## src/inc/fmm_defines.vh

```
// Constants for the multi-register floating-point move decoder
`ifndef FMM_DEFINES_VH
`define FMM_DEFINES_VH
// Register byte offsets
`define FMM_A_OPWORD 8'h00
`define FMM_A_EXTWORD 8'h04
`define FMM_A_DYNSRC 8'h08
`define FMM_A_ADDR 8'h0c
`define FMM_A_CTRL 8'h10
`define FMM_A_STATUS 8'h14
`define FMM_A_DATA 8'h18
`define FMM_A_FSTAT 8'h1c
`define FMM_A_IDCFG 8'h20
// Operation word fields
`define FMM_OP_SIG 15:12
`define FMM_OP_SIG_VAL 4'hf
`define FMM_OP_ID 11:9
`define FMM_OP_ZERO 8:6
`define FMM_OP_EAM 5:3
`define FMM_OP_EAR 2:0
// Extension word fields
`define FMM_EX_SIG 15:14
`define FMM_EX_SIG_VAL 2'h3
`define FMM_EX_DIR 13
`define FMM_EX_MODE 12:11
`define FMM_EX_MODE_LO 11
`define FMM_EX_ZERO 10:8
`define FMM_EX_LIST 7:0
`define FMM_DYN_REG 6:4
`define FMM_DYN_ZMASK 8'h8f
`define FMM_MODE_DYN 0
`define FMM_MODE_POST 1
// Effective address modes and extended register codes
`define FMM_EA_IND 3'h2
`define FMM_EA_POSTINC 3'h3
`define FMM_EA_PREDEC 3'h4
`define FMM_EA_DISP 3'h5
`define FMM_EA_IDX 3'h6
`define FMM_EA_EXT 3'h7
`define FMM_EXT_ABS_W 3'h0
`define FMM_EXT_ABS_L 3'h1
`define FMM_EXT_PC_DISP 3'h2
`define FMM_EXT_PC_IDX 3'h3
// Transfer sizes
`define FMM_IMG_BYTES 32'h0000000c
`define FMM_LAST_WORD 3'h5
// Control and status bits
`define FMM_CTRL_GO 0
`define FMM_ST_BUSY 0
`define FMM_ST_DONE 1
`define FMM_ST_PERR 2
`define FMM_ST_IDMISS 3
`define FMM_ST_DIR 4
`define FMM_ST_DYN 5
`define FMM_ST_CUR 10:8
`define FMM_ST_DYNREG 14:12
`define FMM_ST_WCNT 18:16
`define FMM_ST_PEND 31:24
// Reset values
`define FMM_ID_RST 3'h1
`define FMM_WORD_RST 16'h0000
`define FMM_LONG_RST 32'h00000000
`endif

```

## src/hw/fmm_move_multiple.v

```verilog
// Move-multiple decoder and data register file behind an Avalon-MM slave
// Operation
// - Direction bit: 0 loads, 1 stores
// - Two-bit list mode: static/dynamic, pre/post
// - Static list is a register select mask
// - Mask bit order reverses between address modes
// - Dynamic list holds data register number
// - Dynamic mask is low byte of register
// - Load accepts only listed memory modes
// - Store accepts only listed alterable modes
// - Coprocessor identity field selects the executor
// - At least six bus cycles per register
// - Address steps by twelve per register in predecrement and postincrement modes only
// - No conversion; status register left untouched
`timescale 1ns/10ps
`include "fmm_defines.vh"
module fmm_move_multiple (
  input  wire        mclk_i,
  input  wire        sys_rst_i,
  input  wire [7:0]  avs_address_i,
  input  wire        avs_read_i,
  input  wire        avs_write_i,
  input  wire [31:0] avs_writedata_i,
  input  wire [3:0]  avs_byteenable_i,
  output wire [31:0] avs_readdata_o,
  output wire        avs_waitrequest_o,
  output wire        busy_o,
  output wire        proto_err_o
);
  // Sequencer states
  localparam ST_IDLE = 2'h0;
  localparam ST_NEXT = 2'h1;
  localparam ST_MOVE = 2'h2;

  // Data registers carry no reset: a store before any load hands out unknowns
  reg [79:0] fp_data_reg [0:7];
  reg [79:0] stage_reg;
  reg [15:0] opword_reg;
  reg [15:0] extword_reg;
  reg [31:0] dynsrc_reg;
  reg [31:0] addr_reg;
  reg [31:0] float_status_reg;
  reg [2:0]  own_id_reg;
  reg [1:0]  state_reg;
  reg [7:0]  pend_reg;
  reg [2:0]  cur_reg;
  reg [2:0]  wcnt_reg;
  reg        busy_reg;
  reg        done_reg;
  reg        perr_reg;
  reg        idmiss_reg;
  reg        wait_reg;
  reg [31:0] rdata_reg;
  reg [31:0] rd_next;
  reg [7:0]  mask;
  reg [7:0]  sel_vec;
  integer    k;

  // Bus decode; the two low address bits are ignored
  wire [7:0] waddr = {avs_address_i[7:2], 2'h0};
  wire       req = avs_read_i | avs_write_i;
  wire       acc = req & ~wait_reg;
  wire       wr_acc = avs_write_i & acc;
  wire       dir_store = extword_reg[`FMM_EX_DIR];
  wire       list_dyn = extword_reg[`FMM_MODE_DYN + `FMM_EX_MODE_LO];
  wire       list_post = extword_reg[`FMM_MODE_POST + `FMM_EX_MODE_LO];
  wire       ea_predec = fmm_ea_is(opword_reg, `FMM_EA_PREDEC);
  wire       ea_postinc = fmm_ea_is(opword_reg, `FMM_EA_POSTINC);
  wire       legal;
  wire       sel_found;
  wire [2:0] sel_idx;
  wire       data_acc = acc && (waddr == `FMM_A_DATA) && (state_reg == ST_MOVE) &&
                        (avs_write_i ^ dir_store);
  wire       go = wr_acc && (waddr == `FMM_A_CTRL) && avs_writedata_i[`FMM_CTRL_GO] &&
                  !busy_reg;

  // Byte-lane merge for software-written registers
  function [31:0] fmm_merge;
    input [31:0] old;
    input [31:0] wd;
    input [3:0]  be;
    integer b;
    begin
      fmm_merge = old;
      for (b = 0; b < 4; b = b + 1) begin
        if (be[b])
          fmm_merge[b*8 +: 8] = wd[b*8 +: 8];
      end
    end
  endfunction

  // Word n of a register image: exponent, pad, then mantissa high to low
  function [15:0] fmm_img_word;
    input [79:0] val;
    input [2:0]  n;
    begin
      case (n)
        3'h0: fmm_img_word = val[79:64];
        3'h2: fmm_img_word = val[63:48];
        3'h3: fmm_img_word = val[47:32];
        3'h4: fmm_img_word = val[31:16];
        3'h5: fmm_img_word = val[15:0];
        default: fmm_img_word = 16'h0000;
      endcase
    end
  endfunction

  // Tests the address mode field of an operation word against one mode code
  function fmm_ea_is;
    input [15:0] op;
    input [2:0]  mode;
    begin
      fmm_ea_is = (op[`FMM_OP_EAM] == mode);
    end
  endfunction

  // Byte-merged command words; the upper half is dropped on purpose
  wire [31:0] op_merged = fmm_merge({16'h0000, opword_reg}, avs_writedata_i,
                                    avs_byteenable_i);
  wire [31:0] ext_merged = fmm_merge({16'h0000, extword_reg}, avs_writedata_i,
                                     avs_byteenable_i);
  // Command addressed to this coprocessor
  wire        id_hit = (opword_reg[`FMM_OP_ID] == own_id_reg);

  // Legality is judged on the frozen command words, never on live bus data
  fmm_ea_check u_check (
    .op_i    (opword_reg),
    .ext_i   (extword_reg),
    .legal_o (legal)
  );

  // Predecrement walks from the top register down
  fmm_next_sel u_sel (
    .pend_i  (pend_reg),
    .down_i  (~list_post),
    .found_o (sel_found),
    .idx_o   (sel_idx)
  );

  // Source mask: static list field or low byte of the named data register
  // Source words cannot change while busy, so the mask holds for the whole move
  always @* begin
    mask = list_dyn ? dynsrc_reg[7:0] : extword_reg[`FMM_EX_LIST];
    for (k = 0; k < 8; k = k + 1) begin
      // Predecrement: bit k selects register k; otherwise bit 7-k
      sel_vec[k] = list_post ? mask[7 - k] : mask[k];
    end
  end

  // Read data multiplexer; unmapped offsets read as zero
  // Status fields are placed one by one so unused bits stay zero
  always @* begin
    rd_next = `FMM_LONG_RST;
    case (waddr)
      `FMM_A_OPWORD: rd_next = {16'h0000, opword_reg};
      `FMM_A_EXTWORD: rd_next = {16'h0000, extword_reg};
      `FMM_A_DYNSRC: rd_next = dynsrc_reg;
      `FMM_A_ADDR: rd_next = addr_reg;
      `FMM_A_FSTAT: rd_next = float_status_reg;
      `FMM_A_IDCFG: rd_next = {29'h0, own_id_reg};
      `FMM_A_STATUS: begin
        rd_next[`FMM_ST_BUSY] = busy_reg;
        rd_next[`FMM_ST_DONE] = done_reg;
        rd_next[`FMM_ST_PERR] = perr_reg;
        rd_next[`FMM_ST_IDMISS] = idmiss_reg;
        rd_next[`FMM_ST_DIR] = dir_store;
        rd_next[`FMM_ST_DYN] = list_dyn;
        rd_next[`FMM_ST_CUR] = cur_reg;
        rd_next[`FMM_ST_DYNREG] = extword_reg[`FMM_DYN_REG];
        rd_next[`FMM_ST_WCNT] = wcnt_reg;
        rd_next[`FMM_ST_PEND] = pend_reg;
      end
      `FMM_A_DATA: begin
        // Store direction hands out the image one word per bus cycle
        if (state_reg == ST_MOVE && dir_store)
          rd_next = {16'h0000, fmm_img_word(fp_data_reg[cur_reg], wcnt_reg)};
      end
      default: rd_next = `FMM_LONG_RST;
    endcase
  end

  // Bus handshake: waitrequest drops for one cycle one edge after a request
  // Registered read data costs one wait state per access but keeps the
  // read path out of the output timing
  always @(posedge mclk_i or posedge sys_rst_i) begin
    if (sys_rst_i) begin
      wait_reg <= 1'b1;
      rdata_reg <= `FMM_LONG_RST;
    end else if (req && wait_reg) begin
      wait_reg <= 1'b0;
      rdata_reg <= rd_next;
    end else begin
      wait_reg <= 1'b1;
    end
  end

  // Software-written configuration; command words are frozen while busy
  always @(posedge mclk_i or posedge sys_rst_i) begin
    if (sys_rst_i) begin
      opword_reg <= `FMM_WORD_RST;
      extword_reg <= `FMM_WORD_RST;
      dynsrc_reg <= `FMM_LONG_RST;
      float_status_reg <= `FMM_LONG_RST;
      own_id_reg <= `FMM_ID_RST;
    end else if (wr_acc && !busy_reg) begin
      case (waddr)
        `FMM_A_OPWORD: opword_reg <= op_merged[15:0];
        `FMM_A_EXTWORD: extword_reg <= ext_merged[15:0];
        `FMM_A_DYNSRC: dynsrc_reg <= fmm_merge(dynsrc_reg, avs_writedata_i,
                                               avs_byteenable_i);
        // Only software changes the status register; moves never do
        `FMM_A_FSTAT: float_status_reg <= fmm_merge(float_status_reg, avs_writedata_i,
                                                    avs_byteenable_i);
        `FMM_A_IDCFG: own_id_reg <= avs_writedata_i[2:0];
        default: own_id_reg <= own_id_reg;
      endcase
    end
  end

  // Transfer sequencer
  // A register is only retired after its sixth word, so a master that stops
  // early leaves the move busy until the remaining words arrive
  always @(posedge mclk_i or posedge sys_rst_i) begin
    if (sys_rst_i) begin
      state_reg <= ST_IDLE;
      pend_reg <= 8'h00;
      cur_reg <= 3'h0;
      wcnt_reg <= 3'h0;
      busy_reg <= 1'b0;
      done_reg <= 1'b0;
      perr_reg <= 1'b0;
      idmiss_reg <= 1'b0;
      addr_reg <= `FMM_LONG_RST;
      stage_reg <= 80'h0;
    end else begin
      case (state_reg)
        ST_IDLE: begin
          if (wr_acc && waddr == `FMM_A_ADDR)
            addr_reg <= fmm_merge(addr_reg, avs_writedata_i, avs_byteenable_i);
          if (go) begin
            done_reg <= 1'b0;
            perr_reg <= 1'b0;
            idmiss_reg <= 1'b0;
            if (!id_hit) begin
              idmiss_reg <= 1'b1; // Not addressed to this coprocessor
            end else if (!legal) begin
              perr_reg <= 1'b1; // Nothing is moved
            end else begin
              busy_reg <= 1'b1;
              pend_reg <= sel_vec;
              state_reg <= ST_NEXT;
            end
          end
        end
        ST_NEXT: begin
          if (sel_found) begin
            cur_reg <= sel_idx;
            wcnt_reg <= 3'h0;
            if (ea_predec)
              addr_reg <= addr_reg - `FMM_IMG_BYTES; // Before each store
            state_reg <= ST_MOVE;
          end else begin
            // Empty or exhausted list ends the instruction
            busy_reg <= 1'b0;
            done_reg <= 1'b1;
            state_reg <= ST_IDLE;
          end
        end
        ST_MOVE: begin
          if (data_acc) begin
            // Load assembles the image; pad word is dropped, no rounding
            case (wcnt_reg)
              3'h0: stage_reg[79:64] <= avs_writedata_i[15:0];
              3'h2: stage_reg[63:48] <= avs_writedata_i[15:0];
              3'h3: stage_reg[47:32] <= avs_writedata_i[15:0];
              3'h4: stage_reg[31:16] <= avs_writedata_i[15:0];
              default: stage_reg[15:0] <= avs_writedata_i[15:0];
            endcase
            if (wcnt_reg == `FMM_LAST_WORD) begin
              // Sixth bus cycle completes this register
              pend_reg[cur_reg] <= 1'b0;
              if (ea_postinc)
                addr_reg <= addr_reg + `FMM_IMG_BYTES; // After each load
              state_reg <= ST_NEXT;
            end else begin
              wcnt_reg <= wcnt_reg + 3'h1;
            end
          end
        end
        default: state_reg <= ST_IDLE;
      endcase
    end
  end

  // Register file load: last word joins the staged image
  // Kept apart from the sequencer because the data registers have no reset
  always @(posedge mclk_i) begin
    if (state_reg == ST_MOVE && data_acc && !dir_store && wcnt_reg == `FMM_LAST_WORD)
      fp_data_reg[cur_reg] <= {stage_reg[79:16], avs_writedata_i[15:0]};
  end

  assign avs_readdata_o = rdata_reg;
  assign avs_waitrequest_o = wait_reg;
  assign busy_o = busy_reg;
  assign proto_err_o = perr_reg;
endmodule // fmm_move_multiple

```

## src/hw/fmm_ea_check.v

```verilog
// Legality check of direction, list mode and effective address
`timescale 1ns/10ps
`include "fmm_defines.vh"
module fmm_ea_check (
  input  wire [15:0] op_i,
  input  wire [15:0] ext_i,
  output reg         legal_o
);
  reg       ea_ok;
  reg       fmt_ok;
  reg       mode_ok;
  reg [2:0] eam;
  reg [2:0] ear;

  // Addressing mode table per direction, plus fixed fields
  always @* begin
    eam = op_i[`FMM_OP_EAM];
    ear = op_i[`FMM_OP_EAR];
    ea_ok = 1'b0;
    if (ext_i[`FMM_EX_DIR] == 1'b0) begin
      // Memory to registers: no direct, predecrement or immediate
      case (eam)
        `FMM_EA_IND, `FMM_EA_POSTINC, `FMM_EA_DISP, `FMM_EA_IDX: ea_ok = 1'b1;
        `FMM_EA_EXT: ea_ok = (ear == `FMM_EXT_ABS_W) || (ear == `FMM_EXT_ABS_L) ||
                             (ear == `FMM_EXT_PC_DISP) || (ear == `FMM_EXT_PC_IDX);
        default: ea_ok = 1'b0;
      endcase
    end else begin
      // Registers to memory: no direct, postincrement, immediate or PC modes
      case (eam)
        `FMM_EA_IND, `FMM_EA_PREDEC, `FMM_EA_DISP, `FMM_EA_IDX: ea_ok = 1'b1;
        `FMM_EA_EXT: ea_ok = (ear == `FMM_EXT_ABS_W) || (ear == `FMM_EXT_ABS_L);
        default: ea_ok = 1'b0;
      endcase
    end
    // Predecrement list modes only pair with the predecrement address mode
    mode_ok = (ext_i[`FMM_MODE_POST + `FMM_EX_MODE_LO] == 1'b0) ? (eam == `FMM_EA_PREDEC)
                                                    : (eam != `FMM_EA_PREDEC);
    // Dynamic list carries only a register number in its middle bits
    fmt_ok = (op_i[`FMM_OP_SIG] == `FMM_OP_SIG_VAL) && (op_i[`FMM_OP_ZERO] == 3'h0) &&
             (ext_i[`FMM_EX_SIG] == `FMM_EX_SIG_VAL) && (ext_i[`FMM_EX_ZERO] == 3'h0) &&
             (!ext_i[`FMM_MODE_DYN + `FMM_EX_MODE_LO] ||
              ((ext_i[`FMM_EX_LIST] & `FMM_DYN_ZMASK) == 8'h00));
    legal_o = ea_ok && mode_ok && fmt_ok;
  end
endmodule // fmm_ea_check

```

## src/hw/fmm_next_sel.v

```verilog
// Picks the next pending data register in the order of the transfer
`timescale 1ns/10ps
module fmm_next_sel (
  input  wire [7:0] pend_i,
  input  wire       down_i,
  output reg        found_o,
  output reg  [2:0] idx_o
);
  integer i;

  // Downward order wants the highest set bit, upward the lowest
  always @* begin
    found_o = 1'b0;
    idx_o = 3'h0;
    for (i = 0; i < 8; i = i + 1) begin
      if (down_i && pend_i[i]) begin
        found_o = 1'b1;
        idx_o = i[2:0];
      end
      if (!down_i && pend_i[7 - i]) begin
        found_o = 1'b1;
        idx_o = 3'h7 - i[2:0];
      end
    end
  end
endmodule // fmm_next_sel

```

## config.mk

```make
export PLATFORM = sky130hd
export DESIGN_NAME = fmm_move_multiple
export DESIGN_NICKNAME = d
export VERILOG_FILES = /design/src/hw/fmm_move_multiple.v /design/src/hw/fmm_ea_check.v /design/src/hw/fmm_next_sel.v
export VERILOG_INCLUDE_DIRS = /design/src /design/src/inc
export SDC_FILE = /design/constraint.sdc
export NUM_CORES = 1
export LEC_CHECK = 0
export ABC_AREA = 0
export BUFFER_PORTS_ARGS = -buffer_cell sky130_fd_sc_hd__buf_2
export CAP_MARGIN = 20
export CORE_MARGIN = 10
export CORE_UTILIZATION = 40
export DETAILED_ROUTE_END_ITERATION = 7
export HOLD_SLACK_MARGIN = 0.05
export PLACE_DENSITY = 0.64
export SLEW_MARGIN = 20
export SYNTH_ARGS = -nofsm -noshare
export SYNTH_HDL_FRONTEND = slang
export SYNTH_SLANG_ARGS = --single-unit
export TNS_END_PERCENT = 20
```

## constraint.sdc

```tcl
create_clock -name mclk_i -period 14.6 [get_ports mclk_i]
set_input_delay 1.46 -clock mclk_i [delete_from_list [all_inputs] [get_ports mclk_i]]
set_output_delay 1.46 -clock mclk_i [all_outputs]
set_load 0.1 [all_outputs]
```

; ---- Yosys cells after proc, flatten, opt, wreduce, memory -nomap -nowiden
; Memory sizes are Yosys's and may differ from the RTL's.
; Cells that the tools add are included.
[classes]
addsub = 3
order_cmp = 2
eq_ne = 42
n_mux = 99
n_bitwise = 8
n_reduce_logical = 84
[ops]
columns = cell, count
row1 = $mux 32, 6
row2 = $pmux 32 s3, 1
row3 = $mux 8, 10
row4 = $pmux 16 s5, 1
row5 = $mux 3, 18
row6 = $reduce_and 3->1, 17
row7 = $pmux 6 s8, 1
row8 = $pmux 3 s7, 2
row9 = $pmux 8 s5, 1
row10 = $mux 1, 39
row11 = $logic_and 1x1->1, 36
row12 = $add 32x4->32 const B, 1
row13 = $reduce_and 8->1, 4
row14 = $sub 32x4->32 const B, 1
row15 = $ne 2x2->1 const B, 14
row16 = $eq 6x3->1 const B, 4
row17 = $pmux 5 s4, 1
row18 = $eq 3x2->1 const B, 6
row19 = $eq 3x3->1 const B, 6
row20 = $logic_not 8->1, 2
row21 = $mux 16, 1
row22 = $pmux 8 s2, 1
row23 = $pmux 3 s5, 1
row24 = $eq 6x2->1 const B, 2
row25 = 36 further kinds, 62
[totals]
regBits = 248
ram_bits = 640
word_cells = 270
n_memories = 1
[mem_list]
columns = memory, depth, width, rd, rd_clocked_by_memory_dff, wr, line
row1 = fp_data_reg, 8, 80, 1, 0, 1, fmm_move_multiple.v:36  ; reg [79:0] fp_data_reg [0:7];

; ---- Depth between registers and ports, before layout
[depth]
word_depth = 20
ltp_mapped = 15

; ---- Hierarchy
; From an unflattened synthesis, not the netlist that was laid out.
[hier_totals]
hier_cells = 2467
area_unflattened_um2 = 37260.7
[by_module_without_submodules]
columns = mod, n_inst, cells_per_inst, area_per_inst_um2, seq_area_each_um2
row1 = fmm_move_multiple, 1, 2430, 37010.5, 25426.9
row2 = fmm_ea_check, 1, 15, 125.1, 0.0
row3 = fmm_next_sel, 1, 22, 125.1, 0.0

; ---- Worst setup path before layout
; No wires, ideal clock.
[synth_timing]
path_kind = input to register
from = in avs_address_i[2]
to = mem fp_data_reg[0][0], enable pin
setup_ns = 0.448
arrival_time_ns = 4.167
required_time_ns = 14.152
path_slack_ns = 9.985
path_stages = 5
n_path_buf = 2
cell_sequence = clkbuf_1 > and3b_1 > and2_1 > clkbuf_1 > and3_1
[synth_via]
elab_chain_len = 9
[synth_rtl]
columns = element, line
row1 = from (decl), fmm_move_multiple.v:20  ; input wire [7:0] avs_address_i,
row2 = $eq 6x3->1, --
row3 = $logic_and 1x1->1 (3 in series), fmm_move_multiple.v:72  ; wire data_acc = acc && (waddr == `FMM_A_DATA) && (state_reg == ST_MOVE) &&
row4 = $logic_and 1x1->1 (2 in series), fmm_move_multiple.v:298  ; if (state_reg == ST_MOVE && data_acc && !dir_store && wcnt_reg == `FMM_LAST_WORD)
row5 = $logic_and 1x1->1 (no source line), --
row6 = $mux 1, fmm_move_multiple.v:298
row7 = $mux 1 (implied by the code), fmm_move_multiple.v:299  ; fp_data_reg[cur_reg] <= {stage_reg[79:16], avs_writedata_i[15:0]};
row8 = to (decl), fmm_move_multiple.v:36
; No other way between the ends.

; ---- Worst setup path after layout
[layout_timing]
from = reg cur_reg[1]
to = mem fp_data_reg[0][6], enable pin
[layout_rtl]
columns = element, line
row1 = from (decl), fmm_move_multiple.v:46  ; reg [2:0] cur_reg;
row2 = from (signal assigned), fmm_move_multiple.v:257  ; cur_reg <= sel_idx;
; No word-level cell before the write port.

==> run_results.csv <==
group,metric,value,unit
global_routing,antenna_found_initial,4,
finish,fillers,7717,
finish,design_area,0.04085,mm^2
routing,dr.pass1.iters,5,
global_routing,grt_max_degree,107,
synth,synthArstFlopShare,27.93,%
floorplanning,num_io_pins,83,
placed_design,io_buffers,80,
synth,synth_ff_type,"edfxtp_1",
finish,antenna_cells,0,
sta,worst_pin_slew,1.098,ns
outcome,outcome,"completed",
global_routing,grt_usage,19.12,%
finish,finalNetCount,2535,
critical_path,r2r_cells,6,
synth,synth_nets,2466,
clocking,cts_made_buffers,84,
clocking,clk_pin_slew,0.06,ns
sta,finClkSkew,0.04115,ns
critical_path,end_kind,"flop",
min_path,hold_path.class,"reg2reg",
clocking,cts_setup_buffers,0,
routing,totalWireLength,100300,um
routing,via_per_inst,6.054,
floorplanning,coreArea,0.09015,mm^2
floorplanning,die_area,0.1036,mm^2
finish,largest_reg_flops,640,
pwr,peakVddDrop,0.08687,mV
synth,ys_warn_count,0,
critical_path,r2r-start,"cur_reg[1]$_DFFE_PP0P_",
placed_design,place_area,0.03810,mm^2
sta,grt_setup_unrepaired,"no",
floorplanning,fp.dieW,321.8,um
synth,synthCells,2380,
sta,max_freq,214.7,MHz
clocking,cts_tree,"yes",
clocking,clock_latency,0.68,ns
placed_design,gp_congestion,0.8883,
critical_path,regToRegSetupSlack,9.94,ns
min_path,whs_endpoint,"avs_readdata_o[22]$_DFFE_PP0P_",
synth,yosys.cell_types.count,78,
floorplanning,die_h,321.8,um
placed_design,dp_hpwl,57120,um
synth,synth_edf_count,640,
global_routing,grt-ovfl-total,0,
clocking,cts_hold_buf,0,
global_routing,grt_pass1_vias,22990,
sta,finalMaxSlewViolations,0,
critical_path,path_class,"reg2reg",
sta,hold_viol,0,
synth,synth_seq_cells,888,
min_path,hold_depth,2,
min_path,hold_start,"avs_readdata_o[22]$_DFFE_PP0P_",
clocking,htreeDepth,3,
sta,min_period_over_period,31.90,%
synth,avgSynthCellArea,15.31,um^2
global_routing,grt_pass1_wl,149200,um
routing,drc,0,
sta,finalSetupTns,0,ns
routing,antenna_left,0,
critical_path,crit_path_max_fanout,47,
routing,vias,22370,
pwr,p_per_area,126.0,mW/mm^2
flow_run,maxCapViolCount,0,
pwr,cellLeakagePower,16.17,nW
sta,period_needed,4.657,ns
finish,drive_gt1_share,19.25,%
sta,setup_viol,0,
floorplanning,rows,110,
synth,synth-seq-area-share,69.79,%
critical_path,crit_arrival,4.91,ns
clocking,cts_resized,0,
finish,area_growth_syn_to_layout,12.12,%
synth,mappedNetlistArea,0.03643,mm^2
floorplanning,initial_core_util,40.41,%
clocking,ctsRootBufferMaster,"clkbuf_16",
routing,drt_iter0_markers,2498,
routing,wl_per_cell,27.15,um
critical_path,r2r-end,"fp_data_reg[0][6]$_DFFE_PP_",
clocking,clock-sinks,888,
critical_path,required,14.86,ns
critical_path,start_kind,"flop",
clocking,clock_path_buffers,3,
sta,relSlewSlack,26.27,%
[worst max path at each step]
stage	slack [ns]	from	cells after the start	to
final	9.94	cur_reg[1]$_DFFE_PP0P_	6	fp_data_reg[0][6]$_DFFE_PP_
after global routing	9.71	state_reg[0]$_DFFE_PP0P_	13	addr_reg[31]$_DFFE_PP0P_
after CTS	9.95	cur_reg[1]$_DFFE_PP0P_	6	fp_data_reg[0][38]$_DFFE_PP_
after detailed placement	9.70	avs_address_i[3]	6	fp_data_reg[1][71]$_DFFE_PP_
after global placement	9.68	avs_address_i[3]	6	dynsrc_reg[22]$_DFFE_PP0P_
after floorplan	6.33	sys_rst_i	1	addr_reg[0]$_DFFE_PP0P_
[stage by stage]
step                      total power [mW]  hold slack, ns  util, %  setup WS (ns)  cells
final                                5.148          0.4769    45.31          9.943   3695
after global routing                 5.308          0.5119    45.31          9.705   3695
after CTS                            5.172          0.4794    45.31          9.955   3695
after detailed placement             3.041          0.4653    42.26          9.696   3539
after global placement               3.036          0.4605    42.26          9.676   3539
after floorplan                      2.959          0.4699        -          6.328   2380
[logic make-up (layout without fill, tap and decap cells)]
family | count (synthesis) | in the layout | synth area share, %
buffers and inverters | 167 | 306 | 2.061
AOI/OAI and AO/OA | 674 | 674 | 13.39
xor gates and xnor gates | 20 | 20 | 0.4808
DFF | 888 | 888 | 69.79
adders and majority gates | 38 | 38 | 1.326
muxes | 266 | 266 | 8.424
and+or+nand+nor | 327 | 327 | 4.523
[power breakdown]
part	internal [mW]	leakage, nW	switching [mW]
combinational	0.0844	4.32	0.181
clock	1.21	1.34	0.950
sequential	2.71	10.5	0.0193
total	4.00	16.2	1.15
[critical path, cell delays in order, from the launching register on]
cell and delay, ns:
dfrtp_2 0.39, buf_4 0.29, nor3_2 0.84, buf_4 0.54, buf_4 0.55, and3_4 0.74, buf_4 0.77
[synthesized netlist by cell type, types with 5 or more instances]
cell,number,area share [%]
a22o_2,9,0.25
a21oi_1,58,0.80
nand4_1,29,0.50
nand3_1,44,0.60
clkbuf_1,66,0.68
a22o_1,49,1.2
o31ai_1,7,0.14
nor2_1,59,0.61
ha_1,37,1.3
buf_2,51,0.70
mux2_2,182,5.6
edfxtp_1,640,53
mux4_2,13,0.80
inv_1,24,0.25
xnor2_1,10,0.24
o21a_1,20,0.41
a22oi_1,203,4.2
and3_1,22,0.38
buf_4,10,0.21
a221o_1,5,0.14
nor3_1,14,0.19
and3b_1,5,0.12
nand2_1,103,1.1
o221ai_1,18,0.43
o211ai_1,12,0.25
a221oi_1,51,1.2
a211oi_1,21,0.43
xor2_1,10,0.24
a41oi_1,12,0.29
a211o_1,10,0.24
a31oi_1,41,0.70
nand2b_1,7,0.12
buf_1,12,0.12
a21o_1,19,0.39
o21ai_0,101,1.4
dfrtp_1,246,17
mux2i_1,70,1.9
nor2b_1,12,0.21
[layout by cell type, fill, tap and decap left out, types with 41 or more instances in the layout]
cell       count
a21oi_1       58
a221oi_1      51
a22o_1        49
a22oi_1      203
a31oi_1       41
buf_2         80
buf_4         45
clkbuf_16     86
dfrtp_1      244
edfxtp_1     640
mux2_2       182
mux2i_1       70
nand2_1      103
nand3_1       42
nor2_1        58
o21ai_0      101
[cell type report]
type	count	area (um^2)	share of cell area (%)
Inverter	25	101.3	0.2481
Multi-Input combinational cell	1325	10360	25.36
Clock buffer	122	2397	5.869
Sequential cell	888	25430	62.25
Tap cell	1176	1471	3.602
Clock inverter	34	351.6	0.8607
Timing Repair Buffer	125	738.2	1.807
[metal layers]
layer / vias up / part of all wire (%) / global-route usage (%)
li1: 9694 / - / -
met1: 11610 / 42 / 25.35
met2: 909 / 49 / 31.77
met3: 156 / 6.8 / 2.819
met4: 2 / 2.9 / 6.772
met5: - / 0.013 / 0
No activity file was read; power rests on OpenSTA's default activity.
